<file path="config.mk">
export PLATFORM = sky130hd
export DESIGN_NAME = ptef_frame
export DESIGN_NICKNAME = d
export VERILOG_FILES = /design/src/verilog/ptef_pkg.sv /design/src/verilog/ptef_frame.sv
export VERILOG_INCLUDE_DIRS = /design/src /design/src/verilog
export SDC_FILE = /design/constraint.sdc
export NUM_CORES = 1
export LEC_CHECK = 0
export ABC_AREA = 1
export BUFFER_PORTS_ARGS = -buffer_cell sky130_fd_sc_hd__buf_4
export CAP_MARGIN = 10
export CORE_MARGIN = 1.5
export CORE_UTILIZATION = 45
export CTS_CLUSTER_DIAMETER = 30
export DETAILED_ROUTE_END_ITERATION = 10
export PLACE_DENSITY = 0.84
export SYNTH_ARGS = -nofsm -noshare
export SYNTH_HDL_FRONTEND = slang
export SYNTH_SLANG_ARGS = --single-unit
export TNS_END_PERCENT = 10
</file>
<file path="constraint.sdc">
create_clock -name sys_clk -period 3.1 [get_ports sys_clk]
set_input_delay 0.155 -clock sys_clk [delete_from_list [all_inputs] [get_ports sys_clk]]
set_output_delay 0.155 -clock sys_clk [all_outputs]
set_load 0.05 [all_outputs]
</file>
<file path="src/verilog/ptef_regs.svh">
// Register offsets, reset values and timing figures of the peripheral frame.
`ifndef PTEF_REGS_SVH
`define PTEF_REGS_SVH

// Window placement on the peripheral bus.
`define PTEF_BUS_BASE     32'h4000_0000
`define PTEF_WIN_BYTES    32'h0000_1000
`define PTEF_WIN_LSB      12

// Byte offsets inside the window.
`define PTEF_OFF_TASK     12'h000
`define PTEF_OFF_EVT      12'h100
`define PTEF_OFF_SHORT    12'h200
`define PTEF_OFF_MASK     12'h300
`define PTEF_OFF_MSET     12'h304
`define PTEF_OFF_MCLR     12'h308
`define PTEF_OFF_ENABLE   12'h500

// Field positions and values.
`define PTEF_ENABLE_BIT   0
`define PTEF_TASK_GO_VAL  32'h0000_0001

// Reset values.
`define PTEF_RST_WORD     32'h0000_0000
`define PTEF_RST_EN       1'b0

// Longest delay from a clear or a mask to the interrupt dropping, cycles.
`define PTEF_IRQ_LAG_CYC  4

`endif
</file>
<file path="src/verilog/ptef_pkg.sv">
// Types shared by the peripheral frame.
package ptef_pkg;

    typedef logic [31:0] ptef_word_t;
    typedef logic [11:0] ptef_off_t;

    // Register group selected by one bus access, one-hot.
    typedef enum logic [7:0] {
        PTEF_SEL_NONE  = 8'h01,
        PTEF_SEL_TASK  = 8'h02,
        PTEF_SEL_EVT   = 8'h04,
        PTEF_SEL_SHORT = 8'h08,
        PTEF_SEL_MASK  = 8'h10,
        PTEF_SEL_MSET  = 8'h20,
        PTEF_SEL_MCLR  = 8'h40,
        PTEF_SEL_EN    = 8'h80
    } ptef_sel_e;

endpackage

</file>
<file path="src/verilog/ptef_frame.sv">
// Task, event, shortcut and interrupt frame of one peripheral.
//
// Design decisions made here: strobed register access and the address map.
`include "ptef_regs.svh"

module ptef_frame #(
    parameter int PERIPH_ID     = 0,
    parameter int N_TASK        = 4,
    parameter int N_EVT         = 4,
    parameter bit HAS_MASK_MAIN = 1'b1
) (
    input  wire logic               sys_clk,
    input  wire logic               reset_n,
    input  wire ptef_pkg::ptef_word_t bus_addr,
    input  wire ptef_pkg::ptef_word_t bus_wdata,
    input  wire logic               bus_wr,
    input  wire logic               bus_rd,
    output ptef_pkg::ptef_word_t    bus_rdata,
    input  wire logic [N_TASK-1:0]  task_in,
    input  wire logic [N_EVT-1:0]   evt_src,
    output logic [N_TASK-1:0]       task_fire,
    output logic [N_EVT-1:0]        evt_out,
    output logic                    irq,
    output logic [4:0]              irq_num,
    output logic                    periph_en
);
    import ptef_pkg::*;

    localparam ptef_word_t WIN_BASE = ptef_word_t'(`PTEF_BUS_BASE
                                      + PERIPH_ID * `PTEF_WIN_BYTES);
    localparam int IRQ_LAG = `PTEF_IRQ_LAG_CYC;

    // Sorts an access into its register group; reads and writes share it.
    function automatic ptef_sel_e ptef_decode(input logic      hit,
                                              input ptef_off_t off);
        ptef_sel_e s;
        s = PTEF_SEL_NONE;
        if (hit) begin
            if (off[11:8] == 4'(`PTEF_OFF_TASK >> 8)) begin
                s = PTEF_SEL_TASK;
            end else if (off[11:8] == 4'(`PTEF_OFF_EVT >> 8)) begin
                s = PTEF_SEL_EVT;
            end else if (off == `PTEF_OFF_SHORT) begin
                s = PTEF_SEL_SHORT;
            end else if (off == `PTEF_OFF_MASK && HAS_MASK_MAIN) begin
                s = PTEF_SEL_MASK;
            end else if (off == `PTEF_OFF_MSET) begin
                s = PTEF_SEL_MSET;
            end else if (off == `PTEF_OFF_MCLR) begin
                s = PTEF_SEL_MCLR;
            end else if (off == `PTEF_OFF_ENABLE) begin
                s = PTEF_SEL_EN;
            end
        end
        return s;
    endfunction

    logic [N_TASK-1:0] task_fire_reg, task_fire_next;
    logic [N_EVT-1:0]  evt_out_reg,   evt_out_next;
    logic [N_EVT-1:0]  evt_reg,       evt_next;
    logic [N_EVT-1:0]  mask_reg,      mask_next;
    logic [N_EVT-1:0]  short_reg,     short_next;
    logic              en_reg,        en_next;
    logic              irq_reg,       irq_next;
    ptef_word_t        rdata_reg,     rdata_next;
    logic [4:0]        irq_num_reg;

    logic              in_win;
    ptef_off_t         off;
    ptef_sel_e         w_sel;
    ptef_sel_e         r_sel;
    logic [N_TASK-1:0] sw_task;
    logic [N_TASK-1:0] short_task;
    logic [N_EVT-1:0]  evt_gen;
    logic [N_EVT-1:0]  evt_clr;
    logic              irq_cause;

    // Address decode: only the upper bits pick the window, the rest the word.
    assign in_win = bus_addr[31:`PTEF_WIN_LSB]
                    == WIN_BASE[31:`PTEF_WIN_LSB];
    assign off    = bus_addr[11:0];
    assign w_sel  = bus_wr ? ptef_decode(in_win, off) : PTEF_SEL_NONE;
    assign r_sel  = bus_rd ? ptef_decode(in_win, off) : PTEF_SEL_NONE;

    // A shift keeps out-of-range task or event words harmless.
    assign sw_task = (w_sel == PTEF_SEL_TASK
                      && bus_wdata == `PTEF_TASK_GO_VAL)
                     ? N_TASK'(1) << off[9:2] : '0;
    assign evt_clr = (w_sel == PTEF_SEL_EVT && bus_wdata == '0)
                     ? N_EVT'(1) << off[7:2] : '0;

    // A disabled peripheral swallows events before anything sees them.
    assign evt_gen = en_reg ? evt_src : '0;

    // Event i is wired to task (i+1) mod N_TASK; the link itself can never be moved.
    always_comb begin
        short_task = '0;
        for (int i = 0; i < N_EVT; i++) begin
            if (short_reg[i] && evt_gen[i]) begin
                short_task[(i + 1) % N_TASK] = 1'b1;
            end
        end
    end

    // Task and event pulse outputs, registered and high for as many cycles as their trigger.
    always_comb begin
        task_fire_next = en_reg ? (sw_task | task_in | short_task)
                                : '0;
        evt_out_next   = evt_gen;
    end

    // Event registers: a new event in the clearing cycle wins.
    always_comb begin
        evt_next = (evt_reg & ~evt_clr) | evt_gen;
    end

    // Mask word with its aliases; aliases act on the ones only.
    always_comb begin
        mask_next = mask_reg;
        if (w_sel == PTEF_SEL_MASK) begin
            mask_next = bus_wdata[N_EVT-1:0];
        end
        if (w_sel == PTEF_SEL_MSET) begin
            mask_next = mask_reg | bus_wdata[N_EVT-1:0];
        end
        if (w_sel == PTEF_SEL_MCLR) begin
            mask_next = mask_reg & ~bus_wdata[N_EVT-1:0];
        end
    end

    // Shortcut enables and the peripheral enable.
    always_comb begin
        short_next = short_reg;
        en_next    = en_reg;
        if (w_sel == PTEF_SEL_SHORT) begin
            short_next = bus_wdata[N_EVT-1:0];
        end
        if (w_sel == PTEF_SEL_EN) begin
            en_next = bus_wdata[`PTEF_ENABLE_BIT];
        end
    end

    // Level interrupt from stored state; one register stage keeps it glitch
    // free at the cost of a cycle, well inside the allowed lag.
    assign irq_cause = |(evt_reg & mask_reg);
    always_comb begin
        irq_next = irq_cause;
    end

    // Read mux; anything unmapped or outside the window reads zero.
    always_comb begin
        rdata_next = '0;
        unique case (r_sel)
            PTEF_SEL_NONE:  rdata_next = '0;
            PTEF_SEL_TASK:  rdata_next = '0;
            PTEF_SEL_EVT:   rdata_next = ptef_word_t'(evt_reg >> off[7:2])
                                         & 32'h0000_0001;
            PTEF_SEL_SHORT: rdata_next = ptef_word_t'(short_reg);
            PTEF_SEL_MASK:  rdata_next = ptef_word_t'(mask_reg);
            PTEF_SEL_MSET:  rdata_next = ptef_word_t'(mask_reg);
            PTEF_SEL_MCLR:  rdata_next = ptef_word_t'(mask_reg);
            PTEF_SEL_EN:    rdata_next = ptef_word_t'(en_reg);
        endcase
    end

    // State registers only; all next values except irq_num_reg come from the blocks above.
    always_ff @(posedge sys_clk) begin
        if (!reset_n) begin
            task_fire_reg <= '0;
            evt_out_reg   <= '0;
            evt_reg       <= '0;
            mask_reg      <= '0;
            short_reg     <= '0;
            en_reg        <= `PTEF_RST_EN;
            irq_reg       <= 1'b0;
            rdata_reg     <= `PTEF_RST_WORD;
            irq_num_reg   <= 5'(PERIPH_ID);
        end else begin
            task_fire_reg <= task_fire_next;
            evt_out_reg   <= evt_out_next;
            evt_reg       <= evt_next;
            mask_reg      <= mask_next;
            short_reg     <= short_next;
            en_reg        <= en_next;
            irq_reg       <= irq_next;
            rdata_reg     <= rdata_next;
            irq_num_reg   <= 5'(PERIPH_ID);
        end
    end

    assign task_fire = task_fire_reg;
    assign evt_out   = evt_out_reg;
    assign irq       = irq_reg;
    assign irq_num   = irq_num_reg;
    assign periph_en = en_reg;
    assign bus_rdata = rdata_reg;
endmodule

</file>
# == Word-level counts from Yosys, hierarchy flattened ==
# Index checks and enable logic that the tools add are counted.
# Widths: inputs -> output; s select.
# word_totals
out_inout_bits,47
ff_bits,54
elab_cells,77
inputBits,76
# classes
muxes,21
reduce_logical,13
n_eq_ne,23
bitwise,9
shift,3
# op_table
operator,count
$pmux 32 s5,1
$mux 8,10
$eq 12x10->1 const B,4
$eq 32x1->1 const B,1
$logic_not 32->1,1
$mux 4,6
$eq 20x19->1 const B,1
$eq 8x2->1 const B,2
$eq 8x3->1 const B,2
$eq 8x4->1 const B,2
$eq 8x5->1 const B,2
$eq 8x6->1 const B,2
$eq 8x7->1 const B,2
$eq 8x8->1 const B,2
$or 4x4->4,4
$and 4x4->4,3
$eq 12x11->1 const B,1
$eq 8x1->1 const B,1
$not 4->4,2
$shl 1x8->4 const A,1
$logic_and 1x1->1,6
$shl 1x6->4 const A,1
$shr 4x6->1,1
$eq 4x1->1 const B,1
7 further kinds,10

# == Logic depth before layout (Yosys ltp) ==
# Gate-level depths: netlist of the first run.
# depth
ltp_word,16
depth_mapped,14
mapped_depth_nobuf,14

# == Least setup slack after synthesis of the first run ==
# Ideal clock, no wire load.
# synth_path
path_kind,input -> register
start,input bus_addr[1]
end,register rdata_reg[0] (netlist: bus_rdata[0])
required_ps,2991
stages,11
path_buffers,0
setup_ps,109
slack_ps,1805
t_arrival_ps,1186
cell_sequence,nor2_1 -> nand2_2 -> nor2_8 -> nand3_2 -> or2_4 -> nand2_1 -> nor2_1 -> nand3_1 -> nand4_1 -> nand2_1 -> inv_1
# synth_between
elab_chain_len,13
word_cells_on_any_way,25
cone_classes,13 x eq/ne; 10 x mux; 2 x reduce/logical
# synth_lines
element,line,rtl
from (decl),ptef_frame.sv:14,"input wire ptef_pkg::ptef_word_t bus_addr,"
$eq 12x11->1 (no line),-,
$mux 8,ptef_frame.sv:51,end else if (off == `PTEF_OFF_ENABLE) begin
$mux 8,ptef_frame.sv:49,end else if (off == `PTEF_OFF_MCLR) begin
$mux 8,ptef_frame.sv:47,end else if (off == `PTEF_OFF_MSET) begin
$mux 8,ptef_frame.sv:45,end else if (off == `PTEF_OFF_MASK && HAS_MASK_MAIN) begin
$mux 8 (*),ptef_frame.sv:43,end else if (off == `PTEF_OFF_SHORT) begin
$mux 8 (*),ptef_frame.sv:41,end else if (off[11:8] == 4'(`PTEF_OFF_EVT >> 8)) begin
$mux 8 (*),ptef_frame.sv:39,if (off[11:8] == 4'(`PTEF_OFF_TASK >> 8)) begin
$mux 8 (*),ptef_frame.sv:38,if (hit) begin
$mux 8 (*),ptef_frame.sv:83,"assign r_sel = bus_rd ? ptef_decode(in_win, off) : PTEF_SEL_NONE;"
"$eq 8x7->1, or another cell as far along",ptef_frame.sv:153,unique case (r_sel)
$reduce_or 3->1 (no line) or $reduce_or 2->1 (tied branches),-,
$pmux 32 s5 (*),ptef_frame.sv:153,
to (signal assigned),ptef_frame.sv:176,rdata_reg <= `PTEF_RST_WORD;
to (signal assigned),ptef_frame.sv:186,rdata_reg <= rdata_next;
to (decl),ptef_frame.sv:65,"ptef_word_t rdata_reg, rdata_next;"
# Mark *: on every way between the ends. The rest lies on a longest branch, timed or not. The select of a mux whose other input is x is not followed.
# A chain may end at the register's enable or synchronous reset.

# == Worst setup path after layout of the first run ==
# layout_path
start,input bus_addr[4]
end,register rdata_reg[0] (netlist: bus_rdata[0])
# layout_between
elab_chain_len,13
word_cells_on_any_way,26
cone_classes,13 x eq/ne; 1 x shift; 10 x mux; 2 x reduce/logical
# layout_lines
element,line
$eq 12x11->1 (no line),-
$mux 8,ptef_frame.sv:51
$mux 8,ptef_frame.sv:49
$mux 8,ptef_frame.sv:47
$mux 8,ptef_frame.sv:45
$mux 8,ptef_frame.sv:43
$mux 8,ptef_frame.sv:41
$mux 8,ptef_frame.sv:39
$mux 8,ptef_frame.sv:38
$mux 8,ptef_frame.sv:83
"$eq 8x7->1, or another cell as far along",ptef_frame.sv:153
$reduce_or 3->1 (no line) or $reduce_or 2->1 (tied branches),-
$pmux 32 s5 (*),ptef_frame.sv:153
# Marks and branches as above.

==> impl_metrics.toml, run 1 <==
[pwr]
power_mw = 0.758
peakVddDrop_mv = 0.145
powerDensity_mw_per_mm2 = 293
switchingPower_mw = 0.238
p_seq_share_pct = 44.0
comb_power_share_pct = 28.0
swShare_pct = 31.4
intPower_mw = 0.521
clock_power_share_pct = 28.0
p_leak_nw = 1.42

[job]
maxCapViolations = 0

[clock_network]
cts_resized = 0
clock_sinks = 26
cts_buffers = 3
htree_levels = 1
postCtsHoldBufs = 0
post_cts_buffers = 0
cts.reportedPaths.clkPinSlew_ns = 0.09
cts_tree = "built"
clockBufferDepth = 2
cts-root-buf = "clkbuf_8"
clkLatencyLatePin_ns = 0.26

[floorplanning]
ioPinCount = 123
die_area_mm2 = 0.00471
die_w_um = 68.6
initial_core_util_pct = 47.8
core_area_mm2 = 0.00406
die_y_um = 68.6
num_rows = 23

[detailed_routing]
wl_per_cell_um = 10.6
drtIter0Drc = 109
viasPerCell = 4.65
drt-pass1-iter-count = 4
drc = 0
detail-route-antenna-nets = 0
drt_wl_total_um = 4800
vias = 2112

[yosys]
ys.flop_type = "dfxtp_1"
synth_top_area_share_pct = 26.9
postSynthCellCount = 313
ys_types = 30
synth_top_cells_by_count = "72 x nand2_1, 52 x nor2_1, 42 x inv_1, 33 x buf_4, 26 x dfxtp_1"
synthesis.area_mm2 = 0.00194
postSynthAreaPerCell_um2 = 6.19
ys_seq_area_share_pct = 26.9
synth_edf_count = 0
synth_area_leader_cell = "dfxtp_1"
async_flop_share_pct = 0
yosys_warnings = 0
ys_top_cells_by_area = "dfxtp_1 27%, nand2_1 14%, buf_4 13%"
yosysMostFrequentCell = "nand2_1"
ys_seq_elements = 26

[place]
io_buffers = 89
gp_congestion = 0.954
hpwl_um = 4170
placed_area_mm2 = 0.00254

[timing]
tightest_slew_ns = 0.546
grt_setup_unrepaired = "false"
finalSetupTns_ns = 0
fin_crit_ns = 1.28
fmax_ghz = 0.779
finalCritPeriodShare_pct = 41.4
relSlewSlack_pct = 63.3
final-max-slew-violation-count = 0
hold_violations = 0
clock-skew-final_ns = 0.00529
setup_viol = 0

[layout]
antennaDiodeCount = 0
seqCellArea_um2 = 520
fillers = 392
final_nets = 481
design_area_mm2 = 0.00259
areaGrowthSynthToFinish_pct = 33.8
final_layout_size_suffix_gt1_share_pct = 27.2
multi_input_area_mm2 = 0.00112

[global_routing]
grt_usage_pct = 21.2
grt_max_degree = 15
grt_pass1_vias = 1867
grt_overflow_total = 0
grt_first_pass_wirelength_um = 7730
antenna_found_initial = 0

[worst_setup_path]
timing.rr.start = "evt_reg[2]"
start_kind = "input pin"
reg2reg_depth = 6
rrSetupSlack_ns = 2.07
cp.required_ns = 3.27
crit_path_end_kind = "register"
worstPathArrival_ns = 1.45
reg2reg_to = "bus_rdata[0]"
crit_start = "bus_addr[4]"
criticalPathCategory = "input pin to register"
path_max_fanout = 6

[min_path]
min-delay-path-class = "input pin to register"
holdPathStages = 3
hp-start = "evt_src[0]"
whs_endpoint = "evt_out[0]"

[run_status]
status = "finished clean"
[stage by stage]
stage / setup slack (ns) / std cells / util (%) / hold WS (ns)
finish: 1.82 / 454 / 63.9 / 0.101
floorplan: 1.81 / 345 / - / 0.269
detailed placement: 1.52 / 450 / 62.5 / 0.374
global route: 1.61 / 454 / 63.9 / 0.102
CTS: 1.81 / 454 / 63.9 / 0.0964
global placement: 1.57 / 450 / 62.5 / 0.373
[per-layer routing]
layer | GRT usage, % | part of all wire [%] | routed length, um | up-vias
li1 | - | - | - | 1109
met3 | 3.57 | 7.8 | 373 | 4
met2 | 39.7 | 51 | 2430 | 84
met4 | 2.50 | 0.52 | 25 | 0
met1 | 25.9 | 41 | 1970 | 915
met5 | 0 | 0 | 0 | -
[placed cells by master (no fill, tap or decap)]
master     n
buf_4     89
nand2_1   72
nor2_1    52
inv_1     42
conb_1    33
dfxtp_1   26
nand3_1   19
a21oi_1   14
o21ai_1    8
nor4_1     7
nor3_1     6
nor2_2     4
nand4_1    4
o21ai_0    4
clkbuf_8   4
nand2_2    2
nor2_8     2
nand3_2    2
clkinv_1   2
a31o_2     2
nand2_4    1
or2_4      1
a22oi_1    1
o21bai_1   1
and3_1     1
nand4_2    1
o211ai_2   1
o31a_2     1
a211oi_1   1
a41oi_1    1
[how the worst max path moves through the flow]
stage	to	cells past startpoint	slack, ns
floorplan	bus_rdata[0]	11	1.81
global placement	mask_reg[0]	12	1.57
detailed placement	mask_reg[1]	12	1.52
CTS	mask_reg[1]	12	1.81
global route	mask_reg[0]	11	1.61
finish	bus_rdata[0]	15	1.82
[power groups by stage]
| stage | logic, mW | registers (mW) | clock network, mW |
|---|---|---|---|
| floorplan | 0.156 | 0.341 | 0 |
| global placement | 0.209 | 0.341 | 0 |
| detailed placement | 0.211 | 0.341 | 0 |
| CTS | 0.212 | 0.334 | 0.216 |
| global route | 0.228 | 0.334 | 0.233 |
| finish | 0.212 | 0.334 | 0.213 |
[cell families (layout without fill, tap and decap cells)]
kind of cell / after synthesis / count (layout) / synth area share (%)
flops: 26 / 26 / 26.9
simple gates: 174 / 174 / 41.1
buf+inv: 78 / 137 / 21.5
compound gates: 34 / 34 / 10.4
other cells: 1 / 33 / 0.193
[critical path, cell delays in order]
cell and delay, ns:
buf_4 0.12, nor2_2 0.15, nand2_4 0.09, nor2_8 0.14, nand2_1 0.08, nand2_2 0.10
nor2_2 0.07, nand2_1 0.06, nand2_1 0.04, nand2_1 0.06, nand2_1 0.11, nand2_1 0.08
nand4_1 0.08, nand2_1 0.07, inv_1 0.03
[cell type report]
type / count / share of cell area, %
repair buffers: 89 / 25.8
well taps: 50 / 2.41
multi-input cells: 241 / 43.2
clock buffers: 4 / 2.12
inverters: 44 / 6.37
flip-flops and latches: 26 / 20.1
(Power assumes the default switching activity.)
==> run 2: changes to the inputs <==
CORE_UTILIZATION = 43   (was 45)
PLACE_DENSITY = 0.81   (was 0.84)
clock period = 1.27 ns   (was 3.1 ns; I/O delays follow)
==> impl_metrics.toml, run 2 (synthesis results as in run 1) <==
[clock_network]
htree_levels = 1
cts.reportedPaths.clkPinSlew_ns = 0.08
cts_tree = "built"
clock_sinks = 26
cts-root-buf = "clkbuf_8"
cts_buffers = 3
clockBufferDepth = 2
clkLatencyLatePin_ns = 0.27

[timing]
hold_violations = 0
finalCritPeriodShare_pct = 92.9
finalSetupTns_ns = 0
fmax_ghz = 0.848
timing.final.ws_setup_ns = 0.0905
clock-skew-final_ns = 0.00221
fin_crit_ns = 1.18
final-max-slew-violation-count = 0
setup_viol = 0
grt_setup_unrepaired = "true"

[layout]
final_nets = 499
finish.utilization_pct = 63.8
antennaDiodeCount = 0
areaGrowthSynthToFinish_pct = 43.4
layout.cells.most_common_list = "107 x buf_4, 71 x nand2_1, 49 x nor2_1"
final_common_cell = "buf_4"
fillers = 410
final_layout_size_suffix_gt1_share_pct = 32.2

[pwr]
p_seq_share_pct = 42.8
power_mw = 1.90
powerDensity_mw_per_mm2 = 685
comb_power_share_pct = 29.4
intPower_mw = 1.30
switchingPower_mw = 0.604
clock_power_share_pct = 27.8
p_leak_nw = 1.53
swShare_pct = 31.8
peakVddDrop_mv = 0.401

[job]
maxCapViolations = 0

[global_routing]
grt_first_pass_wirelength_um = 8850
antenna_found_initial = 0
grt_usage_pct = 21.6
grt_overflow_total = 0
grt_pass1_vias = 2111
grt_max_degree = 15

[worst_setup_path]
crit_path_end_kind = "register"
start_kind = "input pin"
criticalPathCategory = "input pin to register"
path_max_fanout = 5
worstPathArrival_ns = 1.40
cp.required_ns = 1.49

[min_path]
min-delay-path-class = "input pin to register"

[floorplanning]
ioPinCount = 123
die_w_um = 70.1
die_area_mm2 = 0.00492
core_area_mm2 = 0.00435
die_y_um = 70.1
num_rows = 24
initial_core_util_pct = 44.5

[run_status]
status = "finished clean"

[detailed_routing]
vias = 2228
drt-pass1-iter-count = 4
wl_per_cell_um = 11.0
viasPerCell = 4.70
drt_wl_total_um = 5210
detail-route-antenna-nets = 0
drc = 0
drtIter0Drc = 119

[place]
gp_congestion = 0.937
place_ws_ns = -0.214
io_buffers = 89
hpwl_um = 4370
[run 2: changes by cell type in the layout (fill, tap and decap cells not counted), moves of 2 or more]
cell / before / now
nor2_1: 52 / 49
buf_4: 89 / 107
nand3_1: 19 / 17
nor2_4: 0 / 2
[run 2: repair_timing]
item,CTS,global route
setup endpoints to repair,0,9
endpoints found under the hold margin,0,0
buffers inserted,0,1
gates resized for setup,0,12
hold buffers,0,0
[run 2: through the flow]
stage               area (um^2)  std cells  hold slack [ns]
floorplan                  2060        345            0.178
global placement           2670        469            0.292
finish                     2780        474           0.0102
global route               2780        474           0.0176
detailed placement         2670        469            0.291
CTS                        2720        473          0.00481
[run 2: power by group through the flow]
stage | Combinational [mW] | Sequential [mW] | Clock, mW
floorplan | 0.381 | 0.834 | 0
detailed placement | 0.551 | 0.834 | 0
CTS | 0.552 | 0.814 | 0.547
finish | 0.559 | 0.814 | 0.530
global placement | 0.543 | 0.834 | 0
global route | 0.599 | 0.815 | 0.570
[run 2: metal layers]
metal	wire [um]	track usage (%)	part of all wire, %	up-vias
li1	-	-	-	1144
met1	2090	25.9	40	980
met2	2660	39.2	51	96
met3	406	4.18	7.8	8
met4	64	6.20	1.2	0
met5	0	0	0	-
[run 2: path summary, 6_finish.rpt]
path                                   from           end  slack (ns)  cells past startpoint
worst max-delay path            bus_addr[4]  bus_rdata[0]        0.09                     14
worst min-delay path             evt_src[3]    evt_out[3]        0.01                      3
worst max register to register   evt_reg[2]  bus_rdata[0]        0.22                      6
worst min register to register   evt_reg[1]    evt_reg[1]        0.49                      2
[run 2: area by class of cell]
cell class                      instances  area, um^2  area share, %
Multi-Input combinational cell        241        1170           42.1
Timing Repair Buffer                  107         803           28.9
Sequential cell                        26         520           18.7
Inverter                               44         165           5.94
Tap cell                               52        65.1           2.34
Clock buffer                            4        55.1           1.98
[run 2: critical path, stage by stage]
cell and delay, ns:
buf_4 0.12, nor2_2 0.14, nand2_4 0.09, nor2_8 0.15, nand2_1 0.08, nand2_2 0.12
nor2_1 0.06, nand2_1 0.08, nand3_2 0.11, inv_2 0.10, nand3_1 0.07, nand4_1 0.11
nand2_1 0.07, inv_1 0.05
==> run 3: changes to the inputs <==
--- a/config.mk
+++ b/config.mk
@@ -16,2 +16,3 @@
 export PLACE_DENSITY = 0.81
+export SLEW_MARGIN = 20
 export SYNTH_ARGS = -nofsm -noshare
==> constraint.sdc (replaced) <==
create_clock -name sys_clk -period 1.27 [get_ports sys_clk]
set_input_delay 0.127 -clock sys_clk [delete_from_list [all_inputs] [get_ports sys_clk]]
set_output_delay 0.127 -clock sys_clk [all_outputs]
set_load 0.05 [all_outputs]
==> impl_metrics.toml, run 3 (synthesis results as in run 1) <==
[run_status]
status = "finished clean"

[detailed_routing]
detail-route-antenna-nets = 0
drt-pass1-iter-count = 4
drc = 0
vias = 2222
drt_wl_total_um = 5410
drtIter0Drc = 106
viasPerCell = 4.66
wl_per_cell_um = 11.3

[worst_setup_path]
cp_slowest_stage_delay_ns = 0.29
criticalPathCategory = "input pin to register"
rrSetupSlack_ns = 0.21
reg2reg_depth = 6
cp.required_ns = 1.45
start_kind = "input pin"
crit_path_end_kind = "register"
timing.rr.start = "evt_reg[2]"
worstPathArrival_ns = 1.43
reg2reg_to = "bus_rdata[0]"
path_max_fanout = 3
worstPathCellList = "buf_4 > inv_2 > nand2_2 > buf_4 > nor2_1 > nand3_2 > or2_4 > nand2_1 > nor2_1 > nand3_1 > nand4_1 > nand2_1 > inv_1"
crit_slowest_cell = "or2_4"

[global_routing]
grt_pass1_vias = 1967
grt_max_degree = 16
grt_usage_pct = 20.4
antenna_found_initial = 0
grt_first_pass_wirelength_um = 8390
grt_overflow_total = 0

[pwr]
power_mw = 2.10
p_leak_nw = 1.58
powerDensity_mw_per_mm2 = 703
peakVddDrop_mv = 0.495

[timing]
finalCritPeriodShare_pct = 99.1
clock-skew-final_ns = 0.00391
final-max-slew-violation-count = 0
fin_hold_ws_ns = 0.0756
timing.final.ws_setup_ns = 0.0116
hold_violations = 0
setup_viol = 0
grt_setup_unrepaired = "true"
fmax_ghz = 0.795
fin_crit_ns = 1.26

[place]
gp_congestion = 0.946
placed_area_mm2 = 0.00267
io_buffers = 89
hpwl_um = 4280
place_ws_ns = -0.312

[layout]
final_nets = 502
design_area_mm2 = 0.00298
areaGrowthSynthToFinish_pct = 54.0
antennaDiodeCount = 0
final_layout_size_suffix_gt1_share_pct = 40.2
final_common_cell = "buf_4"
finish.utilization_pct = 68.5
layout.cells.most_common_list = "105 x buf_4, 62 x nand2_1, 38 x inv_1"

[floorplanning]
die_area_mm2 = 0.00492
initial_core_util_pct = 44.5
die_w_um = 70.1
core_area_mm2 = 0.00435
num_rows = 24
ioPinCount = 123
die_y_um = 70.1

[clock_network]
cts_tree = "built"
clock_sinks = 26
cts-root-buf = "clkbuf_8"
cts.reportedPaths.clkPinSlew_ns = 0.09
cts_buffers = 3
clkLatencyLatePin_ns = 0.27
postCtsHoldBufs = 0
htree_levels = 1
clockBufferDepth = 2

[min_path]
whs_endpoint = "evt_out[2]"
hp-start = "evt_src[2]"
min-delay-path-class = "input pin to register"
holdPathStages = 3

[job]
maxCapViolations = 0
[run 3: metal layers]
metal  share of wire, %  track usage, %
met3                6.2            4.33
met2                 52            36.6
met4               0.26            3.63
met1                 42            25.4
met5                  0               0
[run 3: worst max-delay path: cells and delay by family]
| family | cells | cell delay (ns) |
|---|---|---|
| buf+inv | 4 | 0.35 |
| simple gates | 9 | 0.96 |
[run 3: worst max-delay path by stage]
stage | cells past startpoint | end | start | slack, ns
finish | 13 | bus_rdata[0] | bus_addr[10] | 0.01
global route | 15 | bus_rdata[0] | bus_addr[0] | -0.05
CTS | 14 | bus_rdata[0] | bus_addr[10] | 0.005
detailed placement | 15 | bus_rdata[0] | bus_addr[1] | -0.31
global placement | 14 | bus_rdata[0] | bus_addr[10] | -0.25
floorplan | 11 | bus_rdata[0] | bus_addr[1] | 0.003
[run 3: what timing repair did]
| action | in CTS | in global routing |
|---|---|---|
| endpoints found under the setup margin | 3 | 14 |
| pin swaps | 0 | 24 |
| setup buffers | 0 | 4 |
| resized for setup | 1 | 61 |
[run 3: stage by stage]
step,TNS (ns),std cells
after detailed placement,-4.22,469
after global placement,-3.38,469
after floorplan,0,345
after global routing,-0.217,477
final,0,477
after CTS,0,473
[run 3: final cells by class]
class	count	area, um^2
fillers	395	1370
multi-input cells	241	1310
repair buffers	110	848
flip-flops and latches	26	520
inverters	44	165
well taps	52	65.1
clock buffers	3	41.3
clock inverters	1	30.0
[run 3: where the power goes]
part / internal (mW) / switching [mW]
logic: 0.226 / 0.380
clock network: 0.421 / 0.256
registers: 0.814 / 0.000000000283
